`src/parallel_port_cfg.svh`:
```
`ifndef PARALLEL_PORT_CFG_SVH
`define PARALLEL_PORT_CFG_SVH

// ----------------------------------------------------------------
// Register byte offsets
// ----------------------------------------------------------------
`define OFF_FIRST_DATA 8'h00
`define OFF_INPUT_DATA 8'h04
`define OFF_SHARED_DATA 8'h08
`define OFF_FIRST_DIR 8'h0c
`define OFF_SHARED_DIR 8'h10
`define OFF_OD_ONE 8'h14
`define OFF_OD_TWO 8'h18
`define OFF_PU_ONE 8'h1c
`define OFF_PU_TWO 8'h20
`define OFF_OPTION 8'h24
`define OFF_KEY_WAKE 8'h28

// ----------------------------------------------------------------
// Field positions
// ----------------------------------------------------------------
`define BIT_OD_FIRST_LOW 0
`define BIT_OD_FIRST_HIGH 1
`define BIT_PU_INPUT_LOW 0
`define BIT_PU_INPUT_HIGH 1
`define BIT_PU_FIRST_LOW 2
`define BIT_PU_FIRST_HIGH 3
`define BIT_OPTION_MAP 0
`define BIT_SHARED_IRQ_TWO 6
`define BIT_SHARED_IRQ_ONE 7
`define BIT_SHARED_EVENT 5
`define BIT_SHARED_EVIN 4
`define BIT_SHARED_CAPTURE 3
`define BIT_SHARED_SCLK 2
`define BIT_SHARED_SOUT 1
`define BIT_SHARED_SIN 0
`define OD_TWO_MASK 8'h3f

// ----------------------------------------------------------------
// Reset values
// ----------------------------------------------------------------
`define RST_DATA 8'h00
`define RST_DIR 8'h00
`define RST_CTRL 8'h00

`endif

```
`src/port_pkg.sv`:
```
package port_pkg;

  // Eight-bit port word
  typedef logic [7:0] port_word_t;

  // Register selected by the bus address
  typedef enum logic [3:0] {
    SEL_FIRST_DATA = 4'h0,
    SEL_INPUT_DATA = 4'h1,
    SEL_SHARED_DATA = 4'h2,
    SEL_FIRST_DIR = 4'h3,
    SEL_SHARED_DIR = 4'h4,
    SEL_OD_ONE = 4'h5,
    SEL_OD_TWO = 4'h6,
    SEL_PU_ONE = 4'h7,
    SEL_PU_TWO = 4'h8,
    SEL_OPTION = 4'h9,
    SEL_KEY_WAKE = 4'ha,
    SEL_NONE = 4'hf
  } reg_sel_t;

endpackage

```
`src/pad_drive.sv`:
```
`timescale 1ns/1ps
module pad_drive #(
  parameter int W = 8
) (
  // Clock and reset
  input wire logic clk_in,
  input wire logic rst_b_in,
  // Per-bit drive request
  input wire logic [W-1:0] drive_en_in,
  input wire logic [W-1:0] drive_val_in,
  input wire logic [W-1:0] od_in,
  input wire logic [W-1:0] pu_sel_in,
  // Pad controls
  output logic [W-1:0] pin_out,
  output logic [W-1:0] pin_oe_out,
  output logic [W-1:0] pullup_en_out
);

  // ----------------------------------------------------------------
  // One registered driver cell per bit
  // ----------------------------------------------------------------
  genvar i;
  generate
    for (i = 0; i < W; i = i + 1) begin : g_bit
      logic oe_nxt;
      logic pu_nxt;
      // Open drain only ever pulls low; high-side driver is off
      assign oe_nxt = drive_en_in[i] & (~od_in[i] | ~drive_val_in[i]);
      // Pullup drops out whenever the pin is pulled low
      assign pu_nxt = pu_sel_in[i] & ~(oe_nxt & ~drive_val_in[i]);
      always_ff @(posedge clk_in or negedge rst_b_in) begin
        if (!rst_b_in) begin
          pin_out[i] <= 1'b0;
          pin_oe_out[i] <= 1'b0;
          pullup_en_out[i] <= 1'b0;
        end else begin
          pin_out[i] <= drive_val_in[i];
          pin_oe_out[i] <= oe_nxt;
          pullup_en_out[i] <= pu_nxt;
        end
      end
    end
  endgenerate

endmodule

```
`src/parallel_port_abc.sv`:
```
// Chosen here: the APB slave port and the register offsets.
`timescale 1ns/1ps
`include "parallel_port_cfg.svh"
module parallel_port_abc import port_pkg::*; (
  // Clock and reset
  input wire logic clk_in,
  input wire logic rst_b_in,
  // APB slave
  input wire logic psel_in,
  input wire logic penable_in,
  input wire logic pwrite_in,
  input wire logic [7:0] paddr_in,
  input wire logic [31:0] pwdata_in,
  output logic [31:0] prdata_out,
  output logic pready_out,
  output logic pslverr_out,
  // First port pins
  input wire logic [7:0] first_pin_in,
  output logic [7:0] first_pin_out,
  output logic [7:0] first_pin_oe_out,
  output logic [7:0] first_pullup_en_out,
  // Input port pins
  input wire logic [7:0] input_pin_in,
  output logic [7:0] input_pullup_en_out,
  // Shared port pins
  input wire logic [7:0] shared_pin_in,
  output logic [7:0] shared_pin_out,
  output logic [7:0] shared_pin_oe_out,
  output logic [7:0] shared_pullup_en_out,
  // Timer and serial peripheral side
  input wire logic timer_event_enable_in,
  input wire logic timer_event_output_in,
  input wire logic serial_unit_enable_in,
  input wire logic serial_master_select_in,
  input wire logic serial_clock_drive_in,
  input wire logic serial_out_pin_in,
  output logic timer_event_input_out,
  output logic timer_capture_input_out,
  output logic serial_clock_sense_out,
  output logic serial_in_pin_out,
  // Interrupt sources and key wakeup
  output logic ext_irq_one_src_out,
  output logic ext_irq_two_src_out,
  output logic [7:0] key_wakeup_enables_out,
  output logic [7:0] key_wakeup_input_out
);

  // ----------------------------------------------------------------
  // Declarations
  // ----------------------------------------------------------------
  port_word_t first_data_r;
  port_word_t first_dir_r;
  port_word_t shared_data_r;
  port_word_t shared_dir_r;
  port_word_t od_one_r;
  port_word_t od_two_r;
  port_word_t pu_one_r;
  port_word_t pu_two_r;
  port_word_t key_wake_r;
  logic option_map_r;
  port_word_t first_s1_r;
  port_word_t first_s2_r;
  port_word_t input_s1_r;
  port_word_t input_s2_r;
  port_word_t shared_s1_r;
  port_word_t shared_s2_r;
  logic pready_r;
  logic [31:0] prdata_r;
  logic pslverr_r;
  logic [31:0] prdata_nxt;
  logic pslverr_nxt;
  reg_sel_t sel;
  logic access;
  logic wr_en;
  port_word_t wbyte;
  port_word_t first_read;
  port_word_t shared_read;
  port_word_t first_od;
  port_word_t first_pu;
  port_word_t shared_drive_en;
  port_word_t shared_drive_val;
  port_word_t shared_od;
  port_word_t input_pu_nxt;

  // ----------------------------------------------------------------
  // Address decode
  // ----------------------------------------------------------------
  // Map the byte address onto a register select
  always_comb begin
    case (paddr_in)
      `OFF_FIRST_DATA: sel = SEL_FIRST_DATA;
      `OFF_INPUT_DATA: sel = SEL_INPUT_DATA;
      `OFF_SHARED_DATA: sel = SEL_SHARED_DATA;
      `OFF_FIRST_DIR: sel = SEL_FIRST_DIR;
      `OFF_SHARED_DIR: sel = SEL_SHARED_DIR;
      `OFF_OD_ONE: sel = SEL_OD_ONE;
      `OFF_OD_TWO: sel = SEL_OD_TWO;
      `OFF_PU_ONE: sel = SEL_PU_ONE;
      `OFF_PU_TWO: sel = SEL_PU_TWO;
      `OFF_OPTION: sel = SEL_OPTION;
      `OFF_KEY_WAKE: sel = SEL_KEY_WAKE;
      default: sel = SEL_NONE;
    endcase
  end

  // Access phase and the completing write edge
  assign access = psel_in & penable_in;
  assign wr_en = access & pwrite_in & pready_r;
  assign wbyte = pwdata_in[7:0];

  // ----------------------------------------------------------------
  // APB handshake
  // ----------------------------------------------------------------
  // One wait state: ready rises in the second access cycle
  always_ff @(posedge clk_in or negedge rst_b_in) begin
    if (!rst_b_in) begin
      pready_r <= 1'b0;
    end else begin
      pready_r <= access & ~pready_r;
    end
  end

  // Read data and error are captured with ready
  always_ff @(posedge clk_in or negedge rst_b_in) begin
    if (!rst_b_in) begin
      prdata_r <= 32'h0000_0000;
      pslverr_r <= 1'b0;
    end else if (access & ~pready_r) begin
      prdata_r <= pwrite_in ? 32'h0000_0000 : prdata_nxt;
      pslverr_r <= pslverr_nxt;
    end else begin
      prdata_r <= 32'h0000_0000;
      pslverr_r <= 1'b0;
    end
  end

  assign pready_out = pready_r;
  assign prdata_out = prdata_r;
  assign pslverr_out = pslverr_r;

  // ----------------------------------------------------------------
  // Pin synchronisers
  // ----------------------------------------------------------------
  // Two stages per pin before any use
  always_ff @(posedge clk_in or negedge rst_b_in) begin
    if (!rst_b_in) begin
      first_s1_r <= 8'h00;
      first_s2_r <= 8'h00;
      input_s1_r <= 8'h00;
      input_s2_r <= 8'h00;
      shared_s1_r <= 8'h00;
      shared_s2_r <= 8'h00;
    end else begin
      first_s1_r <= first_pin_in;
      first_s2_r <= first_s1_r;
      input_s1_r <= input_pin_in;
      input_s2_r <= input_s1_r;
      shared_s1_r <= shared_pin_in;
      shared_s2_r <= shared_s1_r;
    end
  end

  // ----------------------------------------------------------------
  // Software registers
  // ----------------------------------------------------------------
  // Data latches always take writes, whatever the pin owner
  always_ff @(posedge clk_in or negedge rst_b_in) begin
    if (!rst_b_in) begin
      first_data_r <= `RST_DATA;
      shared_data_r <= `RST_DATA;
    end else if (wr_en) begin
      if (sel == SEL_FIRST_DATA) begin
        first_data_r <= wbyte;
      end
      if (sel == SEL_SHARED_DATA) begin
        shared_data_r <= wbyte;
      end
    end
  end

  // Direction and key wakeup live in the option map
  always_ff @(posedge clk_in or negedge rst_b_in) begin
    if (!rst_b_in) begin
      first_dir_r <= `RST_DIR;
      shared_dir_r <= `RST_DIR;
      key_wake_r <= `RST_CTRL;
    end else if (wr_en & option_map_r) begin
      if (sel == SEL_FIRST_DIR) begin
        first_dir_r <= wbyte;
      end
      if (sel == SEL_SHARED_DIR) begin
        shared_dir_r <= wbyte;
      end
      if (sel == SEL_KEY_WAKE) begin
        key_wake_r <= wbyte;
      end
    end
  end

  // Open-drain, pullup and option controls
  always_ff @(posedge clk_in or negedge rst_b_in) begin
    if (!rst_b_in) begin
      od_one_r <= `RST_CTRL;
      od_two_r <= `RST_CTRL;
      pu_one_r <= `RST_CTRL;
      pu_two_r <= `RST_CTRL;
      option_map_r <= 1'b0;
    end else if (wr_en) begin
      if (sel == SEL_OD_ONE) begin
        od_one_r <= wbyte & 8'h03;
      end
      if (sel == SEL_OD_TWO) begin
        od_two_r <= wbyte & `OD_TWO_MASK;
      end
      if (sel == SEL_PU_ONE) begin
        pu_one_r <= wbyte & 8'h0f;
      end
      if (sel == SEL_PU_TWO) begin
        pu_two_r <= wbyte;
      end
      if (sel == SEL_OPTION) begin
        option_map_r <= wbyte[`BIT_OPTION_MAP];
      end
    end
  end

  // ----------------------------------------------------------------
  // Read data
  // ----------------------------------------------------------------
  // Per-bit read source: latch for outputs, pin for inputs
  assign first_read = (first_dir_r & first_data_r) | (~first_dir_r & first_s2_r);
  assign shared_read = (shared_dir_r & shared_data_r) | (~shared_dir_r & shared_s2_r);

  // Read multiplexer; direction registers hidden outside the option map
  always_comb begin
    prdata_nxt = 32'h0000_0000;
    pslverr_nxt = 1'b0;
    case (sel)
      SEL_FIRST_DATA: prdata_nxt[7:0] = first_read;
      SEL_INPUT_DATA: prdata_nxt[7:0] = input_s2_r;
      SEL_SHARED_DATA: prdata_nxt[7:0] = shared_read;
      SEL_FIRST_DIR: prdata_nxt[7:0] = option_map_r ? first_dir_r : 8'h00;
      SEL_SHARED_DIR: prdata_nxt[7:0] = option_map_r ? shared_dir_r : 8'h00;
      SEL_OD_ONE: prdata_nxt[7:0] = od_one_r;
      SEL_OD_TWO: prdata_nxt[7:0] = od_two_r;
      SEL_PU_ONE: prdata_nxt[7:0] = pu_one_r;
      SEL_PU_TWO: prdata_nxt[7:0] = pu_two_r;
      SEL_OPTION: prdata_nxt[`BIT_OPTION_MAP] = option_map_r;
      SEL_KEY_WAKE: prdata_nxt[7:0] = option_map_r ? key_wake_r : 8'h00;
      default: pslverr_nxt = 1'b1;
    endcase
  end

  // ----------------------------------------------------------------
  // First port drive
  // ----------------------------------------------------------------
  // Nibble open-drain and pullup selects spread to bits
  assign first_od = {{4{od_one_r[`BIT_OD_FIRST_HIGH]}}, {4{od_one_r[`BIT_OD_FIRST_LOW]}}};
  assign first_pu = {{4{pu_one_r[`BIT_PU_FIRST_HIGH]}}, {4{pu_one_r[`BIT_PU_FIRST_LOW]}}};

  // Direction bit gates the latch onto the pad
  pad_drive #(
    .W(8)
  ) u_first_pad (
    .clk_in(clk_in),
    .rst_b_in(rst_b_in),
    .drive_en_in(first_dir_r),
    .drive_val_in(first_data_r),
    .od_in(first_od),
    .pu_sel_in(first_pu),
    .pin_out(first_pin_out),
    .pin_oe_out(first_pin_oe_out),
    .pullup_en_out(first_pullup_en_out)
  );

  // ----------------------------------------------------------------
  // Input port pullups and key wakeup
  // ----------------------------------------------------------------
  assign input_pu_nxt = {{4{pu_one_r[`BIT_PU_INPUT_HIGH]}}, {4{pu_one_r[`BIT_PU_INPUT_LOW]}}};

  // Pullups and gated wakeup inputs, registered
  always_ff @(posedge clk_in or negedge rst_b_in) begin
    if (!rst_b_in) begin
      input_pullup_en_out <= 8'h00;
      key_wakeup_input_out <= 8'h00;
    end else begin
      input_pullup_en_out <= input_pu_nxt;
      key_wakeup_input_out <= input_s2_r & key_wake_r;
    end
  end

  assign key_wakeup_enables_out = key_wake_r;

  // ----------------------------------------------------------------
  // Shared port drive
  // ----------------------------------------------------------------
  // Pin owner per bit: general purpose, event output or serial unit
  always_comb begin
    shared_drive_en = shared_dir_r;
    shared_drive_val = shared_data_r;
    shared_od = od_two_r & `OD_TWO_MASK;
    shared_od[`BIT_SHARED_IRQ_ONE] = 1'b1;
    shared_od[`BIT_SHARED_IRQ_TWO] = 1'b1;
    if (timer_event_enable_in) begin
      shared_drive_en[`BIT_SHARED_EVENT] = 1'b1;
      shared_drive_val[`BIT_SHARED_EVENT] = timer_event_output_in;
    end
    if (serial_unit_enable_in) begin
      shared_drive_en[`BIT_SHARED_SCLK] = serial_master_select_in;
      shared_drive_val[`BIT_SHARED_SCLK] = serial_clock_drive_in;
      shared_drive_en[`BIT_SHARED_SOUT] = 1'b1;
      shared_drive_val[`BIT_SHARED_SOUT] = serial_out_pin_in;
      shared_drive_en[`BIT_SHARED_SIN] = 1'b0;
    end
  end

  // Registered pads with per-bit pullups
  pad_drive #(
    .W(8)
  ) u_shared_pad (
    .clk_in(clk_in),
    .rst_b_in(rst_b_in),
    .drive_en_in(shared_drive_en),
    .drive_val_in(shared_drive_val),
    .od_in(shared_od),
    .pu_sel_in(pu_two_r),
    .pin_out(shared_pin_out),
    .pin_oe_out(shared_pin_oe_out),
    .pullup_en_out(shared_pullup_en_out)
  );

  // ----------------------------------------------------------------
  // Peripheral and interrupt feeds
  // ----------------------------------------------------------------
  // Timer and serial lines see the synchronised pins; irq lines see the shared port read value (latch for outputs)
  always_ff @(posedge clk_in or negedge rst_b_in) begin
    if (!rst_b_in) begin
      timer_event_input_out <= 1'b0;
      timer_capture_input_out <= 1'b0;
      serial_clock_sense_out <= 1'b0;
      serial_in_pin_out <= 1'b0;
      ext_irq_one_src_out <= 1'b0;
      ext_irq_two_src_out <= 1'b0;
    end else begin
      timer_event_input_out <= shared_s2_r[`BIT_SHARED_EVIN];
      timer_capture_input_out <= shared_s2_r[`BIT_SHARED_CAPTURE];
      serial_clock_sense_out <= shared_s2_r[`BIT_SHARED_SCLK];
      serial_in_pin_out <= shared_s2_r[`BIT_SHARED_SIN];
      ext_irq_one_src_out <= shared_read[`BIT_SHARED_IRQ_ONE];
      ext_irq_two_src_out <= shared_read[`BIT_SHARED_IRQ_TWO];
    end
  end

endmodule

```
`config.mk`:
```
export PLATFORM = sky130hd
export DESIGN_NAME = parallel_port_abc
export DESIGN_NICKNAME = d
export VERILOG_FILES = /design/src/port_pkg.sv /design/src/pad_drive.sv /design/src/parallel_port_abc.sv
export VERILOG_INCLUDE_DIRS = /design/src /design/src/src
export SDC_FILE = /design/constraint.sdc
export NUM_CORES = 1
export LEC_CHECK = 0
export BUFFER_PORTS_ARGS = -buffer_cell sky130_fd_sc_hd__clkbuf_2
export CAP_MARGIN = 30
export CORE_MARGIN = 8
export CORE_UTILIZATION = 45
export DETAILED_ROUTE_END_ITERATION = 7
export GPL_ROUTABILITY_DRIVEN = 0
export PLACE_DENSITY = 0.7
export SLEW_MARGIN = 20
export SYNTH_ARGS = -nofsm -noshare
export SYNTH_HDL_FRONTEND = slang
export SYNTH_SLANG_ARGS = --single-unit
```
`constraint.sdc`:
```
create_clock -name clk_in -period 1.8 [get_ports clk_in]
set_input_delay 0.36 -clock clk_in [delete_from_list [all_inputs] [get_ports clk_in]]
set_output_delay 0.36 -clock clk_in [all_outputs]
set_load 0.02 [all_outputs]
```
==> load_flow_metrics.sql <==
INSERT INTO impl_metrics (metric_group, metric, value, unit) VALUES
('timing', 'min_period', '1740', 'ps'),
('critical_path', 'critical_path.most_common_cell', 'sky130_fd_sc_hd__buf_4', ''),
('grt', 'number_of_global_route_vias_before_repair', '5014', ''),
('yosys', 'yosys_most_used_dff', 'sky130_fd_sc_hd__dfrtp_1', ''),
('critical_path', 'worst_r2r_startpoint', 'pready_out', ''),
('die', 'core_area', '0.0151', 'sq mm'),
('power_and_ir_drop', 'sequentialPowerShare', '48.7', '%'),
('yosys', 'synthDominantAreaCellType', 'sky130_fd_sc_hd__dfrtp_1', ''),
('clock_tree', 'clk_root_buffer_cell', 'sky130_fd_sc_hd__clkbuf_16', ''),
('hold_path', 'hold_path_class', 'input pin to register', ''),
('hold_path', 'hold_path_depth', '1', ''),
('yosys', 'post_synth_main_area_contributors', 'sky130_fd_sc_hd__dfrtp_1 (66%), sky130_fd_sc_hd__mux2_2 (11%), sky130_fd_sc_hd__buf_4 (3.2%), sky130_fd_sc_hd__a21boi_0 (2.2%), sky130_fd_sc_hd__mux2i_1 (1.4%)', ''),
('grt', 'largest_net_degree_at_the_start_of_global_routing', '68', ''),
('critical_path', 'criticalPathCategory', 'register to register', ''),
('finish', 'syn2layout_area_growth', '26.6', '%'),
('routing', 'drtIter0Drc', '309', ''),
('yosys', 'ys_ff_latch', '183', ''),
('routing', 'ant_nets', '0', ''),
('run', 'maximum_capacitance_violations', '0', ''),
('critical_path', 'regToRegSetupSlack', '60', 'ps'),
('hold_path', 'worstHoldStart', 'input_pin_in[3]', ''),
('power_and_ir_drop', 'power_density', '982', 'mW/mm^2'),
('power_and_ir_drop', 'power.share.combinational', '5.0', '%'),
('finish', 'antenna_cells_inserted', '0', ''),
('yosys', 'async_set_or_reset_flop_fraction_in_the_synthesized_netlist', '100', '%'),
('yosys', 'synthCells', '487', ''),
('finish', 'multi_input_comb_area', '0.00213', 'sq mm'),
('yosys', 'number_of_flops_mapped_to_enable_cells_by_yosys', '0', ''),
('timing', 'grt_setup_unrepaired', 'false', ''),
('critical_path', 'worst_ep_required_time', '2110', 'ps'),
('power_and_ir_drop', 'swShare', '21.9', '%'),
('hold_path', 'min_to', 'input_s1_r[3]', ''),
('critical_path', 'critPathMaxFanout', '4', ''),
('critical_path', 'reg2reg_depth', '5', ''),
('clock_tree', 'tritoncts_num_sinks', '183', ''),
('clock_tree', 'post_cts_resize_count', '0', ''),
('clock_tree', 'cts.htree.levels', '4', ''),
('run_status', 'run_status', 'finished, final reports clean', ''),
('yosys', 'synth_sequential_area_ratio', '65.8', '%'),
('clock_tree', 'cts_buffers', '17', ''),
('grt', 'grt_antenna_before_repair', '0', ''),
('grt', 'grt_overflow_total', '0', ''),
('yosys', 'area_of_the_mapped_netlist', '0.00696', 'sq mm'),
('clock_tree', 'path_clk_slew', '70', 'ps'),
('yosys', 'yosysTopAreaCellShare', '65.8', '%'),
('timing', 'fin_worst_skew', '8.04', 'ps'),
('critical_path', 'arrival_time_at_the_worst_endpoint', '2050', 'ps'),
('die', 'die_width', '140', 'um'),
('yosys', 'syn_avg_cell_area', '14.3', 'sq um'),
('timing', 'setup_viol_count_final', '0', ''),
('critical_path', 'launching_element_type_of_the_critical_path', 'register', ''),
('clock_tree', 'tritoncts', 'yes', ''),
('place', 'dp_hpwl', '12800', 'um'),
('timing', 'timing.final.hold_violations', '0', ''),
('routing', 'total_vias_in_the_final_route', '4565', ''),
('critical_path', 'slowest_stage', 'sky130_fd_sc_hd__dfrtp_1', ''),
('power_and_ir_drop', 'power_frac_clock', '46.2', '%'),
('die', 'floorplan.rows', '45', ''),
('finish', 'drive_gt1_share', '45.0', '%'),
('timing', 'tns', '0', 'ps'),
('finish', 'num-fill-cells', '1234', ''),
('clock_tree', 'max-clock-path-buffers', '2', ''),
('place', 'io_buffer_count', '138', ''),
('routing', 'drt_first_pass_iters', '5', ''),
('die', 'initial_utilization', '46.0', '%'),
('power_and_ir_drop', 'total_leakage_power', '0.00444', 'uW'),
('clock_tree', 'cts.repair_timing.setup_buffer_count', '0', ''),
('grt', 'gr-usage-all-layers', '18.3', '%'),
('timing', 'finalMaxSlewViolations', '0', ''),
('power_and_ir_drop', 'switching_power', '1900', 'uW'),
('yosys', 'yosysWarnings', '0', '');
## layer usage
metal	vias to the layer above	GRT usage [%]	part of all wire (%)
met5	-	0	0
met4	0	7.09	2.1
met3	31	5.50	6.9
met2	180	28.5	47
met1	2299	23.4	44
li1	2055	-	-
## power groups by stage
stage / combinational [uW] / sequential [uW] / clock (uW)
after global routing: 480 / 4220 / 4240
after detailed placement: 437 / 4300 / 0
after floorplan: 184 / 4310 / 0
after CTS: 440 / 4220 / 4070
after global placement: 429 / 4290 / 0
final: 437 / 4220 / 4000
## cell families (layout without fill, tap and decap cells)
family | Yosys count | after routing | synth area share [%]
DFF | 183 | 183 | 65.8
and+or+nand+nor | 89 | 89 | 8.54
muxes | 81 | 81 | 13.1
AOI/OAI and AO/OA | 73 | 73 | 7.53
buffers and inverters | 60 | 241 | 5.03
other | 1 | 24 | 0.0539
## sequential cells by signal (all words and copies together), names as in the netlist, 4 cells and up
register                    count
shared_s2_r                     8
key_wakeup_enables_out          8
shared_s1_r                     8
shared_dir_r                    8
u_shared_pad.pullup_en_out      8
pu_one_r                        4
key_wakeup_input_out            8
u_shared_pad.pin_out            8
od_two_r                        6
u_first_pad.pin_oe_out          8
input_s1_r                      8
first_s1_r                      8
pu_two_r                        8
u_shared_pad.pin_oe_out         8
prdata_out                      8
shared_data_r                   8
first_s2_r                      8
first_data_r                    8
u_first_pad.pullup_en_out       8
u_first_pad.pin_out             8
input_s2_r                      8
first_dir_r                     8
## cells in the mapped netlist, drive strengths merged, types with 2 or more instances
cell type and number:
o21ai 10, dfrtp 183, nand4 5, and2 11, a31oi 5, mux2i 10, nor2b 11, or4 3
a41oi 3, buf 35, inv 12, a32oi 7, nand2b 5, a21boi 20, nand3 8, o21a 6
a22oi 3, nand3b 7, and3 3, a211oi 3, a21oi 7, mux2 70, nand2 13, nor3b 2
nor2 6, and4 3, nor4 3, nor3 5, clkbuf 12
## per-stage QoR
stage	worst slack, ps	hold WS, ps	total power, uW	utilization [%]	instance area [sq um]
2_1_floorplan	-95.6	64.4	4500	-	7060
3_3_place_gp	-251	243	4720	53.9	8160
3_5_place_dp	-291	242	4730	53.9	8160
4_1_cts	94.3	11.3	8730	58.2	8810
5_1_grt	45.4	8.39	8940	58.2	8810
6_report	60.8	28.7	8660	58.2	8810
## worst max-delay path, delay by kind of cell, from the launching register on
kind	cells	cell delay [ps]
buf+inv	2	440
simple gates	2	480
mux	1	340
flops	1	370
## cell type report
class | count | share of cell area, %
clock inverters | 12 | 2.14
inverters | 13 | 0.554
repair buffers | 196 | 13.3
well taps | 188 | 2.67
clock buffers | 20 | 5.18
multi-input cells | 267 | 24.2
flip-flops and latches | 183 | 52.0
## cell usage in the layout, fill, tap and decap left out, drive strengths merged, types with 8 or more instances in the layout
master,n
inv,15
buf,58
conb,24
nand3,8
a21boi,20
and2,11
dfrtp,183
nor2b,11
o21ai,10
nand2,13
clkbuf,157
mux2,70
mux2i,10
## how the worst max path moves through the flow
stage	start	to	slack, ps	depth (start not counted)
global placement	paddr_in[7]	prdata_out[6]	-250	7
floorplan	paddr_in[7]	key_wakeup_enables_out[1]	-100	4
finish	pready_out	od_two_r[0]	60	5
detailed placement	paddr_in[7]	prdata_out[3]	-290	5
CTS	pready_out	od_two_r[0]	90	5
global route	pready_out	od_two_r[0]	50	5
## timing repair
item	CTS	global route
hold buffers	1	0
hold endpoints to repair	23	0
setup endpoints to repair	0	0
Note: power is estimated with default switching activity, not from simulation.
